File: src/logic/chan_cfg_defs.svh
// Constants for the channel configuration register bank.
// Assumes inclusion by the package and the design module by bare name.
`ifndef CHAN_CFG_DEFS_SVH
`define CHAN_CFG_DEFS_SVH

// Register byte addresses; printed indices are these divided by four.
`define MUX_CFG_INDEX 8'h14
`define CH_CFG_INDEX 8'h15
`define MUX_CFG_ADDR 8'h50
`define CH_CFG_ADDR 8'h54
// Status register of effective settings, placed after the two.
`define EFF_STAT_ADDR 8'h58
`define GEN_CFG_ADDR 8'h40

// Field positions.
`define INVERT_BIT 23
`define ISO_POS_BIT 21
`define ISO_NEG_BIT 20
`define RATE_HI 23
`define RATE_LO 22
`define GAIN_HI 17
`define GAIN_LO 16
`define HPF_BIT 14
`define LPF_HI 13
`define LPF_LO 12
`define MCLK_HI 21
`define MCLK_LO 20

// Reset values.
`define MUX_CFG_RESET 24'h30_0000
`define CH_CFG_RESET 24'h80_5000
`define GEN_CFG_RESET 24'h00_0000
// Writable bits of each register.
`define MUX_CFG_MASK 24'hB0_0000
`define CH_CFG_MASK 24'hC3_7000
`define GEN_CFG_MASK 24'h30_0000

// Codes.
`define RATE_FAST 2'h0
`define RATE_MID 2'h1
`define RATE_SLOW 2'h2
`define RATE_RSVD 2'h3
`define LPF_BYPASS 2'h0
`define LPF_40 2'h1
`define LPF_100 2'h2
`define LPF_150 2'h3
`define MCLK_32768 2'h0
`define MCLK_32000 2'h1
`define MCLK_32000_B 2'h2
`define MCLK_31968 2'h3

// AXI responses.
`define RESP_OKAY 2'h0
`define RESP_SLVERR 2'h2
`endif

File: src/logic/chan_cfg_pkg.sv
// Types shared by the channel configuration register bank.
// Assumes the defines header sits beside it.
`include "chan_cfg_defs.svh"
package chan_cfg_pkg;
    // Effective channel settings presented to the analog and filter logic.
    typedef struct packed {
        logic input_invert; // Channel sign flip.
        logic isolate_pos_input; // Positive electrode switch open.
        logic isolate_neg_input; // Negative electrode switch open.
        logic [1:0] gain_code; // 20/40/80/160 V/V.
        logic highpass_select; // 0.5 Hz high-pass on.
        logic [1:0] lowpass_select; // Effective low-pass code.
        logic [1:0] rate_code; // Effective sample-rate code.
        logic [1:0] master_clock_select; // Master clock choice.
        logic rate_valid; // Written rate legal for clock.
    } chan_settings_t;
    // Sample-rate class used by the low-pass check.
    typedef enum logic [1:0] {
        CLS_FULL = 2'h0, // 512 or 500 sps.
        CLS_HALF = 2'h1, // 256 or 250 sps.
        CLS_LOW = 2'h3, // 128, 125, 200 or 199.8 sps.
        CLS_BAD = 2'h2 // Reserved code, or fast or mid code on clock 10 or 11.
    } rate_class_t;
endpackage

File: src/logic/biopotential_channel_config.sv
// Input multiplexer and channel configuration registers on AXI4-Lite.
// Assumes one 20 MHz clock and a synchronous active-low reset.
//
// Overview of operation
// - Polarity bit: 0 normal, 1 inverted.
// - Positive isolate bit, resets isolated.
// - Negative isolate bit, resets isolated.
// - Rate field resets 10, clock dependent.
// - 32768 Hz: 512, 256, 128 sps.
// - 32000 Hz: 500, 250, 125 sps.
// - Clock 10: only code 10, 200 sps.
// - Clock 11: only code 10, 199.8 sps.
// - Gain codes 20 to 160 V/V, reset 00.
// - High-pass bit bypasses or 0.5 Hz, reset 1.
// - Low-pass 00 bypass, reset 01.
// - Low rates reduce all filtered codes.
// - 100 Hz only at two fastest rates.
// - 150 Hz only at fastest rate.
// - Unsupported low-pass applies 01, register unchanged.
// - Read returns effective low-pass code.
// - Channel writes may break sample continuity.
// - Unsupported combinations map to defaults.
// - Master clock field picks master frequency.
`include "chan_cfg_defs.svh"
module biopotential_channel_config (
    input wire logic clk,
    input wire logic rst_n,
    input wire logic [7:0] s_axi_awaddr,
    input wire logic [2:0] s_axi_awprot,
    input wire logic s_axi_awvalid,
    output logic s_axi_awready,
    input wire logic [31:0] s_axi_wdata,
    input wire logic [3:0] s_axi_wstrb,
    input wire logic s_axi_wvalid,
    output logic s_axi_wready,
    output logic [1:0] s_axi_bresp,
    output logic s_axi_bvalid,
    input wire logic s_axi_bready,
    input wire logic [7:0] s_axi_araddr,
    input wire logic [2:0] s_axi_arprot,
    input wire logic s_axi_arvalid,
    output logic s_axi_arready,
    output logic [31:0] s_axi_rdata,
    output logic [1:0] s_axi_rresp,
    output logic s_axi_rvalid,
    input wire logic s_axi_rready,
    output chan_cfg_pkg::chan_settings_t settings,
    output logic chan_restart
);

    // Stored register contents, as written.
    logic [23:0] mux_cfg_reg;
    logic [23:0] ch_cfg_reg;
    logic [23:0] gen_cfg_reg;

    // Write channel capture; address and data may arrive in either order.
    logic aw_held_reg;
    logic w_held_reg;
    logic [7:0] awaddr_reg;
    logic [31:0] wdata_reg;
    logic [3:0] wstrb_reg;
    logic bvalid_reg;
    logic [1:0] bresp_reg;
    logic rvalid_reg;
    logic [31:0] rdata_reg;
    logic [1:0] rresp_reg;
    logic restart_reg;
    // Ready flags are kept as flops of their own so every output leaves a flip-flop.
    logic awready_reg;
    logic wready_reg;
    logic arready_reg;
    chan_cfg_pkg::chan_settings_t settings_reg;

    // Applies byte enables and the writable mask to a 24-bit register.
    function automatic logic [23:0] merge(input logic [23:0] old, input logic [31:0] data,
                                          input logic [3:0] strb, input logic [23:0] mask);
        logic [23:0] byte_mask;
        byte_mask = {{8{strb[2]}}, {8{strb[1]}}, {8{strb[0]}}};
        merge = ((old & ~byte_mask) | (data[23:0] & byte_mask)) & mask;
    endfunction

    // Classifies a rate code against the master clock choice.
    function automatic chan_cfg_pkg::rate_class_t classify(input logic [1:0] mclk,
                                                           input logic [1:0] rate);
        if (rate == `RATE_SLOW) begin
            classify = chan_cfg_pkg::CLS_LOW;
        end else if (rate == `RATE_RSVD) begin
            classify = chan_cfg_pkg::CLS_BAD;
        end else if (mclk == `MCLK_32768 || mclk == `MCLK_32000) begin
            classify = (rate == `RATE_FAST) ? chan_cfg_pkg::CLS_FULL
                                            : chan_cfg_pkg::CLS_HALF;
        end else begin
            classify = chan_cfg_pkg::CLS_BAD;
        end
    endfunction

    // Transaction qualifiers.
    wire write_fire = aw_held_reg && w_held_reg && !bvalid_reg;
    wire read_fire = s_axi_arvalid && !rvalid_reg;
    wire wr_mux = write_fire && (awaddr_reg == `MUX_CFG_ADDR);
    wire wr_ch = write_fire && (awaddr_reg == `CH_CFG_ADDR);
    wire wr_gen = write_fire && (awaddr_reg == `GEN_CFG_ADDR);
    wire wr_ro = write_fire && (awaddr_reg == `EFF_STAT_ADDR);
    wire wr_hit = wr_mux || wr_ch || wr_gen || wr_ro;

    // Effective settings derived from the stored fields.
    wire [1:0] mclk_sel = gen_cfg_reg[`MCLK_HI:`MCLK_LO];
    wire [1:0] rate_wr = ch_cfg_reg[`RATE_HI:`RATE_LO];
    wire [1:0] lpf_wr = ch_cfg_reg[`LPF_HI:`LPF_LO];
    wire chan_cfg_pkg::rate_class_t rate_cls = classify(mclk_sel, rate_wr);
    wire rate_ok = (rate_cls != chan_cfg_pkg::CLS_BAD);
    // Reserved rate codes fall back to the default rate.
    wire [1:0] rate_eff = rate_ok ? rate_wr : `RATE_SLOW;
    wire chan_cfg_pkg::rate_class_t cls_eff = rate_ok ? rate_cls : chan_cfg_pkg::CLS_LOW;
    // 100 Hz needs full or half rate, 150 Hz needs full rate; low rates force 01.
    wire lpf_ok = (lpf_wr == `LPF_BYPASS) || (lpf_wr == `LPF_40)
                  || ((lpf_wr == `LPF_100) && (cls_eff != chan_cfg_pkg::CLS_LOW))
                  || ((lpf_wr == `LPF_150) && (cls_eff == chan_cfg_pkg::CLS_FULL));
    // At low rates code 01 itself means the reduced cutoff downstream.
    wire [1:0] lpf_eff = lpf_ok ? lpf_wr : `LPF_40;
    wire [23:0] ch_read = {ch_cfg_reg[23:14], lpf_eff, ch_cfg_reg[11:0]};
    wire [23:0] stat_read = {16'h0000, mclk_sel, rate_eff, lpf_eff, rate_ok, lpf_ok};

    // Read data selection for the decoded address.
    wire rd_mux = (s_axi_araddr == `MUX_CFG_ADDR);
    wire rd_ch = (s_axi_araddr == `CH_CFG_ADDR);
    wire rd_gen = (s_axi_araddr == `GEN_CFG_ADDR);
    wire rd_stat = (s_axi_araddr == `EFF_STAT_ADDR);
    wire rd_hit = rd_mux || rd_ch || rd_gen || rd_stat;
    wire [23:0] rd_word = rd_mux ? mux_cfg_reg : rd_ch ? ch_read
                        : rd_gen ? gen_cfg_reg : rd_stat ? stat_read : 24'h00_0000;

    // Address channel holds one address until the write completes.
    always_ff @(posedge clk) begin
        if (!rst_n) begin
            aw_held_reg <= 1'b0;
            awready_reg <= 1'b1;
            awaddr_reg <= 8'h00;
        end else if (s_axi_awvalid && !aw_held_reg) begin
            aw_held_reg <= 1'b1;
            awready_reg <= 1'b0;
            awaddr_reg <= s_axi_awaddr;
        end else if (write_fire) begin
            aw_held_reg <= 1'b0;
            awready_reg <= 1'b1;
        end
    end

    // Data channel is captured independently of the address.
    always_ff @(posedge clk) begin
        if (!rst_n) begin
            w_held_reg <= 1'b0;
            wready_reg <= 1'b1;
            wdata_reg <= 32'h0000_0000;
            wstrb_reg <= 4'h0;
        end else if (s_axi_wvalid && !w_held_reg) begin
            w_held_reg <= 1'b1;
            wready_reg <= 1'b0;
            wdata_reg <= s_axi_wdata;
            wstrb_reg <= s_axi_wstrb;
        end else if (write_fire) begin
            w_held_reg <= 1'b0;
            wready_reg <= 1'b1;
        end
    end

    // Write response follows both halves; unmapped addresses give SLVERR.
    always_ff @(posedge clk) begin
        if (!rst_n) begin
            bvalid_reg <= 1'b0;
            bresp_reg <= `RESP_OKAY;
        end else if (write_fire) begin
            bvalid_reg <= 1'b1;
            bresp_reg <= wr_hit ? `RESP_OKAY : `RESP_SLVERR;
        end else if (s_axi_bready) begin
            bvalid_reg <= 1'b0;
        end
    end

    // Multiplexer register: polarity and the two isolation switches.
    always_ff @(posedge clk) begin
        if (!rst_n) begin
            mux_cfg_reg <= `MUX_CFG_RESET;
        end else if (wr_mux) begin
            mux_cfg_reg <= merge(mux_cfg_reg, wdata_reg, wstrb_reg, `MUX_CFG_MASK);
        end
    end

    // Channel register keeps its writable bits as written, with no low-pass substitution.
    always_ff @(posedge clk) begin
        if (!rst_n) begin
            ch_cfg_reg <= `CH_CFG_RESET;
        end else if (wr_ch) begin
            ch_cfg_reg <= merge(ch_cfg_reg, wdata_reg, wstrb_reg, `CH_CFG_MASK);
        end
    end

    // Master clock selection; only that field of the general register lives here.
    always_ff @(posedge clk) begin
        if (!rst_n) begin
            gen_cfg_reg <= `GEN_CFG_RESET;
        end else if (wr_gen) begin
            gen_cfg_reg <= merge(gen_cfg_reg, wdata_reg, wstrb_reg, `GEN_CFG_MASK);
        end
    end

    // Any channel or clock write restarts the filter chain, so the sample
    // stream may jump; downstream logic drops its history on this pulse.
    always_ff @(posedge clk) begin
        if (!rst_n) begin
            restart_reg <= 1'b0;
        end else begin
            restart_reg <= wr_ch || wr_gen;
        end
    end

    // Registered settings for the channel, one cycle behind the registers.
    always_ff @(posedge clk) begin
        if (!rst_n) begin
            settings_reg <= '0;
        end else begin
            settings_reg.input_invert <= mux_cfg_reg[`INVERT_BIT];
            settings_reg.isolate_pos_input <= mux_cfg_reg[`ISO_POS_BIT];
            settings_reg.isolate_neg_input <= mux_cfg_reg[`ISO_NEG_BIT];
            settings_reg.gain_code <= ch_cfg_reg[`GAIN_HI:`GAIN_LO];
            settings_reg.highpass_select <= ch_cfg_reg[`HPF_BIT];
            settings_reg.lowpass_select <= lpf_eff;
            settings_reg.rate_code <= rate_eff;
            settings_reg.master_clock_select <= mclk_sel;
            settings_reg.rate_valid <= rate_ok;
        end
    end

    // Read channel: one read at a time, answer one cycle after acceptance.
    always_ff @(posedge clk) begin
        if (!rst_n) begin
            rvalid_reg <= 1'b0;
            arready_reg <= 1'b1;
            rdata_reg <= 32'h0000_0000;
            rresp_reg <= `RESP_OKAY;
        end else if (read_fire) begin
            rvalid_reg <= 1'b1;
            arready_reg <= 1'b0;
            rdata_reg <= {8'h00, rd_word};
            rresp_reg <= rd_hit ? `RESP_OKAY : `RESP_SLVERR;
        end else if (s_axi_rready) begin
            rvalid_reg <= 1'b0;
            arready_reg <= 1'b1;
        end
    end

    // Ready outputs mirror the inverse of the held flags, arready that of rvalid, each from its own flop.
    assign s_axi_awready = awready_reg;
    assign s_axi_wready = wready_reg;
    assign s_axi_arready = arready_reg;
    assign s_axi_bvalid = bvalid_reg;
    assign s_axi_bresp = bresp_reg;
    assign s_axi_rvalid = rvalid_reg;
    assign s_axi_rdata = rdata_reg;
    assign s_axi_rresp = rresp_reg;
    assign settings = settings_reg;
    assign chan_restart = restart_reg;

endmodule // biopotential_channel_config

File: config.mk
export PLATFORM = sky130hd
export DESIGN_NAME = biopotential_channel_config
export DESIGN_NICKNAME = d
export VERILOG_FILES = /design/src/logic/chan_cfg_pkg.sv /design/src/logic/biopotential_channel_config.sv
export VERILOG_INCLUDE_DIRS = /design/src /design/src/logic
export SDC_FILE = /design/constraint.sdc
export NUM_CORES = 1
export LEC_CHECK = 0
export ABC_CLOCK_PERIOD_IN_PS = 2200
export BUFFER_PORTS_ARGS = -buffer_cell sky130_fd_sc_hd__buf_2
export CORE_ASPECT_RATIO = 0.8
export CORE_MARGIN = 5
export CORE_UTILIZATION = 45
export DETAILED_ROUTE_END_ITERATION = 10
export PLACE_DENSITY = 0.84
export SLEW_MARGIN = 20
export SYNTH_ARGS = -nofsm -noshare
export SYNTH_HDL_FRONTEND = slang
export SYNTH_SLANG_ARGS = --single-unit
File: constraint.sdc
create_clock -name clk -period 2.2 [get_ports clk]
set_clock_uncertainty 0.2 [all_clocks]
set_input_delay 0.22 -clock clk [delete_from_list [all_inputs] [get_ports clk]]
set_output_delay 0.22 -clock clk [all_outputs]
set_load 0.03 [all_outputs]
==> impl_metrics.toml, run 1 <==
[outcome]
status = "complete, no violations"

[synth]
yosys.area.top_type = "dfxtp_1"
synth_compound_area_frac = 0.136
yosysSeqAreaShare = 0.502
syn_inst = 294
synth-simple-area-share = 0.229
muxShareOfSynthArea = 0.0535
syn_area_mm2 = 0.00283
async_reset_ff_frac = 0
ys_ff_latch = 71
yosys.area_share.adder = 0.00354
synth_top_area_frac = 0.502
synthTopCellsByArea = "dfxtp_1 50%, nand2_1 7.8%, a21boi_0 5.3%"
ys.flop_type = "dfxtp_1"
avgSynthCellArea_um2 = 9.63
synth-edff-count = 0
yosys_warnings = 0
synth_top_family_by_area = "simple AND/OR/NAND/NOR gates"
synth-xor-area-share = 0
yosysUniqueCellTypes = 41

[place]
hpwl_mm = 4.57
postPlaceCellArea_mm2 = 0.00320
gp_congestion = 0.846
port_buffers = 71
dp_slack_ns = 0.295

[sta]
finalSetupTns_ns = 0
setup_slack_ns = 0.259
grt_setup_unrepaired = "false"
fin_crit_sh = 0.882
finalHoldViolCount = 0
finalMaxSlewViolations = 0
setup_viol = 0
max_freq_ghz = 0.515
slew_headroom = 0.617
worst_pin_slew_ns = 0.574
period_needed_ns = 1.94

[hold_path]
min_path_type = "in2reg"

[worst_setup_path]
critPathLaunchType = "flip-flop"
critical_path_class = "reg2reg"
worst_ep_arrival_time_ns = 2.02
cp.required_ns = 2.27
cp-end-kind = "flip-flop"
crit_path_max_fanout = 5

[grt]
gr-total-overflow = 0
grt_pass1_wl_mm = 10.5
antenna_found_initial = 0
grt_max_degree = 29
grt_usage = 0.166
grt_pass1_vias = 2295

[detailed_routing]
drt_pass1_iterations = 4
drtAntennaViolNets = 0
wl_per_cell_um = 13.1
wl_met2_mm = 3.04
dr.max_layer_used = "met4"
via_count = 2308
met1_length_mm = 2.63
drc_errors = 0
wl_met3_um = 509
via_per_inst = 4.83
drt_iter0_drc = 73
routed_wl_mm = 6.25

[clocking]
cts_tree = "yes"
clkTransAtPathRegs_ns = 0.07
cts_resized = 0
numCtsBuffers = 9
cts_buffer_depth = 2
cts_sinks = 71
clkLatencyLatePin_ns = 0.35
cts-root-buf = "clkbuf_8"
htree_levels = 3

[finish]
area_growth_pct = 28.5
antenna_cells = 0
finish.net_count = 458
mostFrequentLayoutCells = "71 x dfxtp_1, 71 x buf_2, 59 x nand2_1, 26 x dlygate4sd3_1, 20 x a21boi_0"
drive_above_1_share = 0.244
design_area_mm2 = 0.00364

[floorplanning]
initial_core_util = 0.471
num_rows = 25
die-area_mm2 = 0.00799
fp.dieH_um = 81.0
ios = 120
die_x_um = 98.7
fp.coreArea_mm2 = 0.00601

[flow_run]
cap_violations = 0

[power_and_ir_drop]
vdd_drop_max_mv = 0.335
total_leakage_power_nw = 1.61
p_per_area_mw_per_mm2 = 703
-- power by group --
group / internal [W] / switching (W) / total, W
logic: 0.000116 / 0.000182 / 0.000298
clock network: 0.000462 / 0.000447 / 0.000910
registers: 0.00132 / 0.0000257 / 0.00135
total: 0.00190 / 0.000655 / 0.00256
-- kinds of logic (layout without fill, tap and decap cells) --
| family | Yosys count | after routing |
|---|---|---|
| fa+ha+maj | 1 | 1 |
| mux | 15 | 15 |
| simple gates | 117 | 117 |
| buf+inv | 39 | 126 |
| flops | 71 | 71 |
| compound gates | 50 | 50 |
| other cells | 1 | 17 |
-- cell usage after synthesis (2+ instances only) --
| cell type | count |
|---|---|
| nand3_1 | 7 |
| dfxtp_1 | 71 |
| a21o_1 | 2 |
| a22o_1 | 6 |
| nor4_4 | 4 |
| o31ai_1 | 4 |
| mux2i_1 | 14 |
| and2_1 | 3 |
| nor2b_1 | 16 |
| nand2b_1 | 6 |
| clkbuf_1 | 11 |
| o21ai_0 | 4 |
| o21a_1 | 3 |
| nand2_1 | 59 |
| and3b_1 | 2 |
| o2bb2ai_1 | 5 |
| a21boi_0 | 20 |
| buf_4 | 17 |
| nand4_1 | 2 |
| inv_1 | 10 |
| nor2_1 | 8 |
-- critical path, cell delays in order, from the launching register on --
cell,delay (ns)
dfxtp_1,0.34
nand4bb_1,0.50
nor4_4,0.60
mux2i_1,0.23
-- path summary, 6_finish.rpt --
check                             start                            to  slack (ns)  cells after the start
min reg2reg  s_axi_awready$_SDFFE_PN1P_    s_axi_awready$_SDFFE_PN1P_        0.25                      1
max           s_axi_bvalid$_SDFFE_PN0P_                     flip-flop        0.26                      3
min                     s_axi_araddr[3]  s_axi_rdata[23]$_SDFFE_PN0P_        0.04                      4
max reg2reg   s_axi_bvalid$_SDFFE_PN0P_                     flip-flop        0.26                      3
-- routing by layer --
layer  vias to the layer above  track usage
met1                      1064        0.182
met3                         8       0.0730
met4                         0       0.0532
met5                         -            0
li1                       1165            -
met2                        71        0.292
-- through the flow --
step,power (W),util,cells,hold slack [ns]
after CTS,0.00258,0.606,478,0.0236
final,0.00256,0.606,478,0.0415
after global placement,0.00163,0.534,437,0.229
after floorplan,0.00158,-,310,0.136
after detailed placement,0.00164,0.534,437,0.237
after global routing,0.00267,0.606,478,0.0760
-- area by class of cell --
class,instances,area (µm²)
tap,81,101
multi-input combinational,200,1260
fill,521,2370
inverter,10,37.5
clock inverter,3,18.8
clock buffer,12,155
sequential,71,1420
timing repair buffer,101,646
-- repair_timing --
action                                 4_1_cts  5_1_grt
hold buffers                                26        0
setup buffers                                0        0
endpoints found under the hold margin       26        0
Note: power is estimated with default switching activity, not from simulation.
==> run 2, diff against run 1 <==
--- a/config.mk
+++ b/config.mk
@@ -8,10 +8,11 @@
 export LEC_CHECK = 0
 export ABC_CLOCK_PERIOD_IN_PS = 2200
 export BUFFER_PORTS_ARGS = -buffer_cell sky130_fd_sc_hd__buf_2
-export CORE_ASPECT_RATIO = 0.8
+export CORE_ASPECT_RATIO = 0.9
 export CORE_MARGIN = 5
 export CORE_UTILIZATION = 45
 export DETAILED_ROUTE_END_ITERATION = 10
+export GPL_TIMING_DRIVEN = 0
 export PLACE_DENSITY = 0.84
 export SLEW_MARGIN = 20
 export SYNTH_ARGS = -nofsm -noshare
==> impl_metrics.toml, run 2 (synthesis results as in run 1) <==
[flow_run]
cap_violations = 0

[finish]
final_common_cell = "dfxtp_1"
drive_above_1_share = 0.263
area_growth_pct = 33.7
finish.net_count = 482
fillers = 510
mostFrequentLayoutCells = "71 x dfxtp_1, 70 x buf_2, 59 x nand2_1, 26 x dlygate4sd3_1, 20 x a21boi_0"
design_area_mm2 = 0.00379
antenna_cells = 0

[clocking]
cts_buffer_depth = 2
htree_levels = 3
clkTransAtPathRegs_ns = 0.07
numCtsBuffers = 9
cts_tree = "yes"
cts-root-buf = "clkbuf_8"
cts_sinks = 71
clkLatencyLatePin_ns = 0.34
cts_resized = 0

[floorplanning]
ios = 120
initial_core_util = 0.463
fp.dieH_um = 85.3
die_x_um = 93.6
fp.coreArea_mm2 = 0.00611
num_rows = 27
die-area_mm2 = 0.00798

[grt]
grt_pass1_wl_mm = 11.2
grt_usage = 0.177
antenna_found_initial = 0
grt_max_degree = 13
gr-total-overflow = 0
grt_pass1_vias = 2394

[worst_setup_path]
critical_path_class = "reg2reg"
crit_chain = "nand4bb_1 > nor4_4 > mux2i_1"
cp.required_ns = 2.27
critPathLaunchType = "flip-flop"
cp-end-kind = "flip-flop"
reg2reg_setup_slack_ns = 0.20
cp_top_family = "simple AND/OR/NAND/NOR gates"
path_buf_inv = 0
cpPeakStageDelay_ns = 0.62
crit_path_max_fanout = 5
worst_ep_arrival_time_ns = 2.07
slowest_stage = "nor4_4"

[sta]
grt_setup_unrepaired = "false"
holdWs_ns = 0.0349
finalSetupTns_ns = 0
period_needed_ns = 2.00
fin_crit_sh = 0.910
finalHoldViolCount = 0
max_freq_ghz = 0.499
setup_viol = 0
setup_slack_ns = 0.198
slew_headroom = 0.553
worst_pin_slew_ns = 0.664
finalMaxSlewViolations = 0

[place]
hpwl_mm = 4.92
gp_congestion = 0.815
dp_slack_ns = 0.235
port_buffers = 70
postPlaceCellArea_mm2 = 0.00335

[detailed_routing]
drt_pass1_iterations = 5
routed_wl_mm = 6.73
via_count = 2409
drt_iter0_drc = 158
drtAntennaViolNets = 0
wl_per_cell_um = 13.2
drc_errors = 0
via_per_inst = 4.73

[hold_path]
min_path_type = "in2reg"

[power_and_ir_drop]
total_leakage_power_nw = 1.69
p_per_area_mw_per_mm2 = 684
vdd_drop_max_mv = 0.317
power_w = 0.00259

[outcome]
status = "complete, no violations"
## run 2: cell count changes in the layout (fill, tap and decap cells not counted), sizes merged
| cell | before | now |
|---|---|---|
| buf | 75 | 87 |
| clkbuf | 12 | 23 |
| clkinvlp | 0 | 2 |
## run 2: power breakdown
part / switching (W) / internal (W)
Sequential: 0.0000269 / 0.00132
Clock: 0.000472 / 0.000438
Combinational: 0.000191 / 0.000137
Total: 0.000690 / 0.00190
## run 2: layer usage
metal	vias up	wire (µm)	GRT usage
li1	1216	-	-
met4	0	131	0.0722
met5	-	0	0
met2	90	3090	0.281
met3	12	548	0.0505
met1	1091	2960	0.227
## run 2: worst reg2reg max path, stage by stage (launching register included)
cell       delay, ns
dfxtp_1         0.43
nand4bb_1       0.44
nor4_4          0.62
mux2i_1         0.24
## run 2: area by class of cell
type	instances	area [µm²]	share of cell area
plain buffers	29	174	0.0459
clock buffers	11	141	0.0373
clock inverters	5	33.8	0.00892
inverters	10	37.5	0.00991
multi-input cells	200	1260	0.332
flip-flops and latches	71	1420	0.375
well taps	87	109	0.0288
repair buffers	96	611	0.161
## run 2: repair_timing
item	CTS	global route
hold buffers	26	0
endpoints found under the hold margin	26	0
setup buffers	0	0
## run 2: path summary, 6_finish.rpt
check | depth (start not counted) | start | end
worst max-delay path | 3 | w_held_reg$_SDFFE_PN0P_ | flip-flop
worst min-delay path | 4 | s_axi_araddr[7] | s_axi_rdata[23]$_SDFFE_PN0P_
worst max register to register | 3 | w_held_reg$_SDFFE_PN0P_ | flip-flop
worst min register to register | 1 | s_axi_wready$_SDFFE_PN1P_ | s_axi_wready$_SDFFE_PN1P_
## run 2: stage by stage
step           std cells   util
2_1_floorplan        310      -
3_3_place_gp         467  0.548
3_5_place_dp         467  0.548
4_1_cts              509  0.619
5_1_grt              509  0.619
6_report             509  0.619
==> run 3, diff against run 2 <==
--- a/config.mk
+++ b/config.mk
@@ -6,10 +6,9 @@
 export SDC_FILE = /design/constraint.sdc
 export NUM_CORES = 1
 export LEC_CHECK = 0
-export ABC_CLOCK_PERIOD_IN_PS = 2200
 export BUFFER_PORTS_ARGS = -buffer_cell sky130_fd_sc_hd__buf_2
 export CORE_ASPECT_RATIO = 0.9
-export CORE_MARGIN = 5
+export CORE_MARGIN = 2
 export CORE_UTILIZATION = 45
 export DETAILED_ROUTE_END_ITERATION = 10
 export GPL_TIMING_DRIVEN = 0
==> impl_metrics.toml, run 3 (synthesis results as in run 1) <==
[outcome]
status = "complete, no violations"

[sta]
grt_setup_unrepaired = "false"
period_needed_ns = 1.96
worst_pin_slew_ns = 0.725
slew_headroom = 0.512
fin_crit_sh = 0.890
setup_viol = 0
max_freq_ghz = 0.511
finalSetupTns_ns = 0
finalHoldViolCount = 0
holdWs_ns = 0.0289
finalMaxSlewViolations = 0

[detailed_routing]
drt_pass1_iterations = 4
drtAntennaViolNets = 0
drt_iter0_drc = 122
via_per_inst = 4.67
routed_wl_mm = 6.42
via_count = 2379
drc_errors = 0
wl_per_cell_um = 12.6

[clocking]
cts-root-buf = "clkbuf_8"
cts_tree = "yes"
cts_buffer_depth = 2
cts_sinks = 71
cts_resized = 0
htree_levels = 3
clkTransAtPathRegs_ns = 0.07
numCtsBuffers = 9
clkLatencyLatePin_ns = 0.35

[place]
port_buffers = 70
dp.cells = 467
gp_congestion = 0.793
hpwl_mm = 4.59
postPlaceCellArea_mm2 = 0.00335

[finish]
final_common_cell = "dfxtp_1"
design_area_mm2 = 0.00383
layout.cells.non_filler = 509
drive_above_1_share = 0.263
area_growth_pct = 35.4
mostFrequentLayoutCells = "71 x dfxtp_1, 70 x buf_2, 59 x nand2_1, 26 x dlygate4sd3_1, 20 x a21boi_0"
fillers = 492
antenna_cells = 0
finish.net_count = 482

[worst_setup_path]
worst_ep_arrival_time_ns = 2.05
cp.required_ns = 2.30
critPathLaunchType = "input port"
critical_path_class = "in2reg"
cp-end-kind = "flip-flop"
crit_path_max_fanout = 10

[floorplanning]
num_rows = 27
die_x_um = 87.6
fp.coreArea_mm2 = 0.00611
fp.dieH_um = 79.3
ios = 120
initial_core_util = 0.463
die-area_mm2 = 0.00694

[power_and_ir_drop]
vdd_drop_max_mv = 0.333
power_w = 0.00282
total_leakage_power_nw = 1.71
p_per_area_mw_per_mm2 = 735

[flow_run]
cap_violations = 0

[grt]
grt_max_degree = 13
grt_pass1_wl_mm = 10.6
grt_usage = 0.200
antenna_found_initial = 0
gr-total-overflow = 0
grt_pass1_vias = 2303

[hold_path]
min_path_type = "in2reg"
run 3: cell types whose count changed in the layout (fill, tap and decap cells not counted):
cell        before  now
clkinv_2         2    1
clkinvlp_4       2    1
bufinv_16        0    2
run 3: layer usage:
| metal | global-route usage | vias up | wire length, µm |
|---|---|---|---|
| li1 | - | 1217 | - |
| met1 | 0.246 | 1079 | 2990 |
| met2 | 0.326 | 72 | 2930 |
| met3 | 0.0499 | 11 | 365 |
| met4 | 0.0969 | 0 | 135 |
| met5 | 0 | - | 0 |
run 3: critical path, stage by stage:
cell and delay [ns]:
clkbuf_1 0.35, clkbuf_1 0.36, clkbuf_1 0.38, o211a_1 0.21, dlygate4sd3_1 0.53
run 3: repair_timing:
item                                   CTS  global route
endpoints found under the hold margin   26             0
hold buffers                            26             0
setup buffers                            0             0
setup endpoints to repair                0             0
run 3: path summary, 6_finish.rpt:
path	start	to	slack, ns	depth (start not counted)
worst max-delay path	rst_n	s_axi_rvalid$_SDFFE_PN0P_	0.24	5
worst min-delay path	s_axi_araddr[3]	s_axi_rdata[23]$_SDFFE_PN0P_	0.03	4
worst max register to register	w_held_reg$_SDFFE_PN0P_	flip-flop	0.25	3
worst min register to register	s_axi_rdata[23]$_SDFFE_PN0P_	s_axi_rdata[23]$_SDFFE_PN0P_	0.27	2
run 3: layout make-up:
cell class | instances | area, µm² | share of cell area
inverter | 10 | 37.5 | 0.00979
clock buffer | 11 | 141 | 0.0369
sequential | 71 | 1420 | 0.371
multi-input combinational | 200 | 1260 | 0.328
buffer | 29 | 174 | 0.0454
timing repair buffer | 96 | 611 | 0.159
clock inverter | 5 | 81.3 | 0.0212
tap | 87 | 109 | 0.0284
run 3: stage by stage:
stage / setup WS (ns) / util
final: 0.243 / 0.627
after global routing: 0.0793 / 0.627
after CTS: 0.240 / 0.627
after detailed placement: 0.235 / 0.548
after global placement: 0.321 / 0.548
after floorplan: 0.349 / -
run 3: power by group:
group / internal, W / leakage, nW / switching [W]
registers: 0.00132 / 0.579 / 0.0000279
logic: 0.000137 / 1.03 / 0.000188
clock network: 0.000669 / 0.110 / 0.000473
